File: config.mk
export PLATFORM = sky130hd
export DESIGN_NAME = imp_select
export DESIGN_NICKNAME = d
export VERILOG_FILES = /design/src/core/imp_pkg.sv /design/src/core/imp_select.sv
export SDC_FILE = /design/constraint.sdc
export NUM_CORES = 1
export LEC_CHECK = 0
export BUFFER_PORTS_ARGS = -buffer_cell sky130_fd_sc_hd__buf_2
export CORE_MARGIN = 1.5
export CORE_UTILIZATION = 51
export CTS_BUF_LIST = sky130_fd_sc_hd__clkbuf_8
export DETAILED_ROUTE_END_ITERATION = 16
export GPL_TIMING_DRIVEN = 0
export PLACE_DENSITY = 0.83
export SLEW_MARGIN = 20
export SYNTH_ARGS = -nofsm -noshare
export SYNTH_HDL_FRONTEND = slang
export SYNTH_SLANG_ARGS = --single-unit
File: constraint.sdc
create_clock -name core_clk_in -period 16.4 [get_ports core_clk_in]
set_input_delay 3.28 -clock core_clk_in [delete_from_list [all_inputs] [get_ports core_clk_in]]
set_output_delay 3.28 -clock core_clk_in [all_outputs]
set_load 0.02 [all_outputs]
File: src/core/imp_pkg.sv
/*
 * Package for the interrupt mode and priority selection block.
 * Holds source counts, field widths, mode encodings and vector numbering constants.
 * Assumes one 25 MHz system clock shared by every user of these names.
 */
package imp_pkg;
	localparam int NUM_SRC = 8;
	localparam int LVL_W = 3;
	localparam int VEC_W = 8;
	localparam int SRC_W = 3;
	localparam logic [LVL_W-1:0] LVL_MAX = 3'h7;
	localparam logic [LVL_W-1:0] LVL_ZERO = 3'h0;
	localparam logic [VEC_W-1:0] NMI_VECTOR = 8'h07;
	localparam logic [VEC_W-1:0] SRC_VECTOR_BASE = 8'h10;
	localparam logic [VEC_W-1:0] VEC_ZERO = 8'h00;
	localparam logic [1:0] MODE_0 = 2'h0;
	localparam logic [1:0] MODE_2 = 2'h2;
	localparam real CLK_PERIOD_NS = 40.0;
	typedef enum logic [1:0] {IMP_IDLE, IMP_HOLD} imp_state_t;
endpackage

File: src/core/imp_select.sv
/*
 * Interrupt acceptance and priority selection: mode 0 single-bit masking or mode 2
 * eight-level masking, fixed default order tie break, vector output and mask update.
 * Assumes the CPU core pulses ack at an instruction boundary and stacks registers itself.
 * Assumes every input is synchronous to core_clk_in and that the CPU applies the next_*
 * values to its own mask and trace bits in the cycle that exc_start_out is high.
 * Request inputs are levels that the sources hold until they are serviced.
 */
`timescale 1ns/1ps

// Overview of operation
// - Non-maskable request accepted always, except during reset or hardware standby.
// - Each source has an enable; disabled sources never request or arbitrate.
// - Mode bits: 00 selects mode 0, 10 selects mode 2; low bit one prohibited.
// - Mode 0: mask bit clear passes all enabled; set passes only non-maskable.
// - Mode 2: pick highest level source whose level strictly exceeds mask level.
// - Mode 2: eight levels per source, compared against three-bit mask field.
// - Equal winning levels resolved by fixed order, lowest source index first.
// - Selected request yields its final priority and a vector number.
// - Losing requests stay pending and compete again later.
// - Mode 2: user mask bit still forced to one on acceptance.
// - Mode 2 acceptance clears trace bit, loads mask level, seven for non-maskable.
// - Mode 0 acceptance sets the mask bit to one.
// - Exception handling starts only after the current instruction completes.
module imp_select
#(
	parameter int NUM_SRC = imp_pkg::NUM_SRC
)
(
	input wire logic core_clk_in,
	input wire logic sys_rst_in,
	input wire logic standby_in,
	input wire logic nmi_req_in,
	input wire logic [NUM_SRC-1:0] src_req_in,
	input wire logic [NUM_SRC-1:0] src_enable_in,
	input wire logic [NUM_SRC*imp_pkg::LVL_W-1:0] source_priority_level_in,
	input wire logic ctrl_mode_hi_in,
	input wire logic ctrl_mode_lo_in,
	input wire logic user_mask_bit_in,
	input wire logic [imp_pkg::LVL_W-1:0] mask_level_field_in,
	input wire logic trace_bit_in,
	input wire logic insn_end_in,
	input wire logic ack_in,
	output logic irq_valid_out,
	output logic irq_is_nmi_out,
	output logic [imp_pkg::VEC_W-1:0] vector_out,
	output logic [imp_pkg::LVL_W-1:0] win_level_out,
	output logic exc_start_out,
	output logic next_user_mask_bit_out,
	output logic [imp_pkg::LVL_W-1:0] next_mask_level_out,
	output logic next_trace_bit_out,
	output logic mode_error_out
);
	import imp_pkg::*;

	// Levels travel packed, three bits per source, source 0 in the lowest bits.
	// The search below reads them through one function so that a change of width
	// or order touches a single place.

	// Level of one source pulled from the packed level bus
	function automatic logic [LVL_W-1:0] lvl_of(input logic [NUM_SRC*LVL_W-1:0] lv, input int i);
		lvl_of = lv[i*LVL_W +: LVL_W];
	endfunction

	imp_state_t state;
	wire [1:0] mode_sel = {ctrl_mode_hi_in, ctrl_mode_lo_in};
	wire mode2 = (mode_sel == MODE_2);
	wire mode0 = (mode_sel == MODE_0);
	wire nmi_ok = nmi_req_in && !standby_in;
	wire [NUM_SRC-1:0] active = src_req_in & src_enable_in;

	// Priority search; strict greater keeps the lowest index on ties
	logic [LVL_W-1:0] best_lvl;
	logic [SRC_W-1:0] best_idx;
	logic best_any;
	always_comb
	begin
		best_lvl = LVL_ZERO;
		best_idx = SRC_W'(0);
		best_any = 1'b0;
		for (int i = 0; i < NUM_SRC; i++)
		begin
			if (active[i] && (!best_any || (mode2 && lvl_of(source_priority_level_in, i) > best_lvl)))
			begin
				best_any = 1'b1;
				best_lvl = mode2 ? lvl_of(source_priority_level_in, i) : LVL_ZERO;
				best_idx = SRC_W'(i);
			end
		end
	end

	// Acceptance gating per mode.
	// A prohibited mode (low bit set) makes both mode flags false, so no source can
	// pass; the non-maskable request still gets through as it must.
	wire src_pass0 = mode0 && best_any && !user_mask_bit_in;
	wire src_pass2 = mode2 && best_any && (best_lvl > mask_level_field_in);
	wire cand = nmi_ok || src_pass0 || src_pass2;
	wire [VEC_W-1:0] cand_vec = nmi_ok ? NMI_VECTOR : SRC_VECTOR_BASE + VEC_W'(best_idx);
	wire [LVL_W-1:0] cand_lvl = nmi_ok ? LVL_MAX : best_lvl;
	wire [LVL_W-1:0] new_mask = mode2 ? cand_lvl : mask_level_field_in;
	wire new_trace = mode2 ? 1'b0 : trace_bit_in;

	// Strobes shared by the output registers; results update only while idle,
	// so the CPU sees a frozen answer from acceptance until its acknowledge
	wire in_idle = (state == IMP_IDLE);
	wire accept = in_idle && cand && insn_end_in;
	wire release_hold = (state == IMP_HOLD) && ack_in;

	// Sequencer: idle until acceptance, hold until the CPU acknowledges
	always_ff @(posedge core_clk_in)
	begin
		if (sys_rst_in)
			state <= IMP_IDLE;
		else
		begin
			case (state)
				IMP_IDLE:
				begin
					if (accept)
						state <= IMP_HOLD;
				end
				IMP_HOLD:
				begin
					// Sources not taken remain in src_req_in and compete again
					if (ack_in)
						state <= IMP_IDLE;
				end
				default:
					state <= IMP_IDLE;
			endcase
		end
	end

	// Candidate present; dropped on the acknowledge edge
	always_ff @(posedge core_clk_in)
	begin
		if (sys_rst_in)
			irq_valid_out <= 1'b0;
		else if (release_hold)
			irq_valid_out <= 1'b0;
		else if (in_idle)
			irq_valid_out <= cand;
	end

	// Winner is the non-maskable request
	always_ff @(posedge core_clk_in)
	begin
		if (sys_rst_in)
			irq_is_nmi_out <= 1'b0;
		else if (in_idle)
			irq_is_nmi_out <= nmi_ok;
	end

	// Vector number of the winner
	always_ff @(posedge core_clk_in)
	begin
		if (sys_rst_in)
			vector_out <= VEC_ZERO;
		else if (in_idle)
			vector_out <= cand_vec;
	end

	// Final priority level of the winner
	always_ff @(posedge core_clk_in)
	begin
		if (sys_rst_in)
			win_level_out <= LVL_ZERO;
		else if (in_idle)
			win_level_out <= cand_lvl;
	end

	// One-cycle start pulse after the accepting edge
	always_ff @(posedge core_clk_in)
	begin
		if (sys_rst_in)
			exc_start_out <= 1'b0;
		else
			exc_start_out <= accept;
	end

	// Single mask bit is set on every acceptance, in both modes
	always_ff @(posedge core_clk_in)
	begin
		if (sys_rst_in)
			next_user_mask_bit_out <= 1'b0;
		else if (in_idle)
			next_user_mask_bit_out <= 1'b1;
	end

	// Mask level to load: winner level in mode 2, unchanged in mode 0
	always_ff @(posedge core_clk_in)
	begin
		if (sys_rst_in)
			next_mask_level_out <= LVL_ZERO;
		else if (in_idle)
			next_mask_level_out <= new_mask;
	end

	// Trace bit to load: cleared in mode 2, unchanged in mode 0
	always_ff @(posedge core_clk_in)
	begin
		if (sys_rst_in)
			next_trace_bit_out <= 1'b0;
		else if (in_idle)
			next_trace_bit_out <= new_trace;
	end

	// Flags a prohibited mode setting; tracks the low mode bit each clock
	always_ff @(posedge core_clk_in)
	begin
		if (sys_rst_in)
			mode_error_out <= 1'b0;
		else
			mode_error_out <= ctrl_mode_lo_in;
	end
endmodule

==> results.cfg <==
[clock_tree]
cts_made_buffers = 3
ctsLongestPathBuffers = 2
root_buffer = clkbuf_8
cts_hold_buf = 0
htree_levels = 1
cts_tree = built
clock_latency_ns = 0.25
cts_sinks = 17
clkTransAtPathRegs_ns = 0.06

[power_and_ir_drop]
power_density_nw_per_um2 = 57.40
p_total_uw = 135.3
power_frac_clock = 0.231
p_sw_frac = 0.3666
p_int_uw = 85.71
vdd_ir_drop_max_mv = 0.05732
pwr-share-seq = 0.346
p_comb_frac = 0.423
power.leakage_uw = 0.001163
p_switching_uw = 49.60

[yosys]
synth_ff_type = dfxtp_1
netlist_instances = 256
syn-cell-area_um2 = 1877
synth_fa_ha_area_frac = 0.1600
synth_compound_area_frac = 0.2867
yosys.area.top_type_share = 0.1813
synthSimpleGateAreaFrac = 0.2547
synth_top_area_cell = dfxtp_1
yosysUniqueCellTypes = 50
ys_async_sr_fraction = 0
muxShareOfSynthArea = 0.03267
yosysWarnings = 0
synth-xor-area-share = 0
synth_top_family_by_area = compound AO/OA/AOI/OAI gates
avgSynthCellArea_um2 = 7.331
synth_area_leaders = dfxtp_1 18%, ha_1 16%, nor2_1 5.4%, nand2_1 5.0%, inv_1 4.6%
synth-edff-count = 0
ys_seq_area_frac = 0.1813
ys_ff_latch = 17

[worst_setup_path]
start_kind = input pin
endpoint_kind = flop
critPathKind = in -> reg
path_max_fanout = 10
crit_arrival_ns = 15.53
critPathRequiredTime_ns = 16.54
crit_slowest_cell = o211ai_1
crit_top_cell = ha_1
critical_path.max_stage_delay_ns = 0.48
reg2reg_setup_slack_ns = 14.80

[final_layout]
mostFrequentLayoutCells = 72 x buf_2, 26 x nor2_1, 25 x nand2_1, 24 x ha_1, 23 x inv_1
antennaDiodeCount = 0
fin_cells = 380
drive_gt1_frac = 0.2754
layout_commonest_cell = buf_2
synthToLayoutAreaGrowth_pct = 25.60
final_nets = 412

[grt]
grt-busiest-layer = met2
gr-usage-met1 = 0.3548
grt_pass1_vias = 1940
antenna_found_initial = 0
grt_pass1_wl_mm = 8.514
use_met3 = 0.05000
grt_util_met2 = 0.4237
grt_usage = 0.2586
grt-ovfl-total = 0
grt_max_degree = 11

[sta]
worst_pin_slew_ns = 0.5373
rsz0062_at_grt = no
min_period_over_period = 0.9383
report.final.slew_viol_count = 0
fmax_mhz = 64.99
clock-skew-final_ns = 0.002783
finalHoldViolations = 0
setup_violations = 0
slew_headroom = 0.6402
period_needed_ns = 15.39
fin_setup_tns_ns = 0

[floorplan]
start_util = 0.5453
die_w_um = 63.67
die_area_um2 = 4053
die_h_um = 63.67
core_region_area_um2 = 3442
ios = 73
rows = 21

[routing]
ant_nets = 0
drt_iter0_drc = 138
drc_errors = 0
vias = 2177
vias_per_cell = 5.729
wire_per_inst_um = 13.42
wl_mm = 5.098
dr.pass1.iters = 4

[placement]
portBuffers = 68
dp.final_hpwl_mm = 4.162
gp_congestion = 0.9191
placed_cells = 373

[run_status]
run_status = completed

[worst_hold_path]
hold_class = reg -> reg

[flow_run]
cap_violations = 0
## metrics by stage
step / setup slack (ns) / utilization / area, µm² / hold slack, ns
2_1_floorplan: 2.477 / - / 1888 / 0.5264
3_3_place_gp: 0.8597 / 0.6641 / 2286 / 0.4365
3_5_place_dp: 0.7114 / 0.6641 / 2286 / 0.4478
4_1_cts: 0.9688 / 0.6776 / 2332 / 0.4574
5_1_grt: 0.09546 / 0.6848 / 2357 / 0.4893
6_report: 1.013 / 0.6848 / 2357 / 0.4586
## layer usage
| layer | part of all wire | wire length [µm] |
|---|---|---|
| met1 | 0.46 | 2339 |
| met2 | 0.45 | 2293 |
| met3 | 0.084 | 429 |
| met4 | 0.0071 | 36 |
| met5 | 0 | 0 |
## cells in the mapped netlist (all sizes together) (2+ instances only)
cell / count
clkbuf: 4
mux2i: 5
a311oi: 2
nand3b: 4
nand2b: 5
and2: 4
a221oi: 4
a32oi: 3
dfxtp: 17
a211oi: 4
buf: 9
a31oi: 9
nor3: 8
nand2: 25
a21oi: 16
nand3: 8
inv: 23
nor4: 2
o211ai: 6
a22oi: 3
o21ai: 10
nor2b: 6
a41oi: 2
ha: 24
o21a: 3
or3: 2
nor2: 27
and3: 4
a221o: 3
## worst max-delay path: cells and delay by family
| kind | cells | cell delay [ns] |
|---|---|---|
| compound gates | 25 | 5.49 |
| simple gates | 17 | 2.79 |
| fa+ha+maj | 8 | 2.21 |
| buf+inv | 7 | 0.98 |
| mux | 2 | 0.75 |
## power by group through the flow
stage          combinational (µW)  sequential [µW]  clock, µW
6_report                     57.2             46.8       31.3
5_1_grt                      63.8             47.2       33.7
4_1_cts                      56.1             46.8       31.7
3_5_place_dp                 55.6             47.7          0
3_3_place_gp                 54.3             47.6          0
2_1_floorplan                32.8             51.9          0
## cells by family (layout without fill, tap and decap cells)
group	after synthesis	count (layout)
adder cells (fa/ha/maj)	24	24
buffers and inverters	36	111
flip-flops	17	17
multiplexers	6	6
AND/OR/NAND/NOR	98	98
AO/OA/AOI/OAI	74	74
other	1	4
## state kept, by name, summed over array words and instances (netlist names)
register / cells
state: 1
irq_valid_out: 1
exc_start_out: 1
mode_error_out: 1
irq_is_nmi_out: 1
next_user_mask_bit_out: 1
win_level_out: 3
next_trace_bit_out: 1
vector_out: 4
next_mask_level_out: 3
## final timing paths
path	start	endpoint	cells after the start
setup / recovery	ctrl_mode_lo_in	state[0]$_SDFFE_PP0P_	59
hold / removal	next_user_mask_bit_out$_SDFFE_PP0N_	next_user_mask_bit_out$_SDFFE_PP0N_	2
setup reg to reg	state[0]$_SDFFE_PP0P_	next_trace_bit_out$_SDFFE_PP0N_	5
hold reg to reg	next_user_mask_bit_out$_SDFFE_PP0N_	next_user_mask_bit_out$_SDFFE_PP0N_	2
## what timing repair did
| item | CTS | global route |
|---|---|---|
| endpoints found under the hold margin | 0 | 0 |
| gates resized for setup | 0 | 1 |
| buffers inserted | 0 | 3 |
| endpoints found under the setup margin | 0 | 1 |
## layout make-up
| class | instances | area [µm²] |
|---|---|---|
| plain buffers | 13 | 68.82 |
| clock buffers | 3 | 41.29 |
| clock inverters | 1 | 5.005 |
| fillers | 345 | 1085 |
| inverters | 23 | 86.33 |
| multi-input cells | 206 | 1395 |
| flip-flops and latches | 17 | 340.3 |
| well taps | 46 | 57.56 |
| repair buffers | 71 | 362.8 |
(Power assumes the default switching activity.)
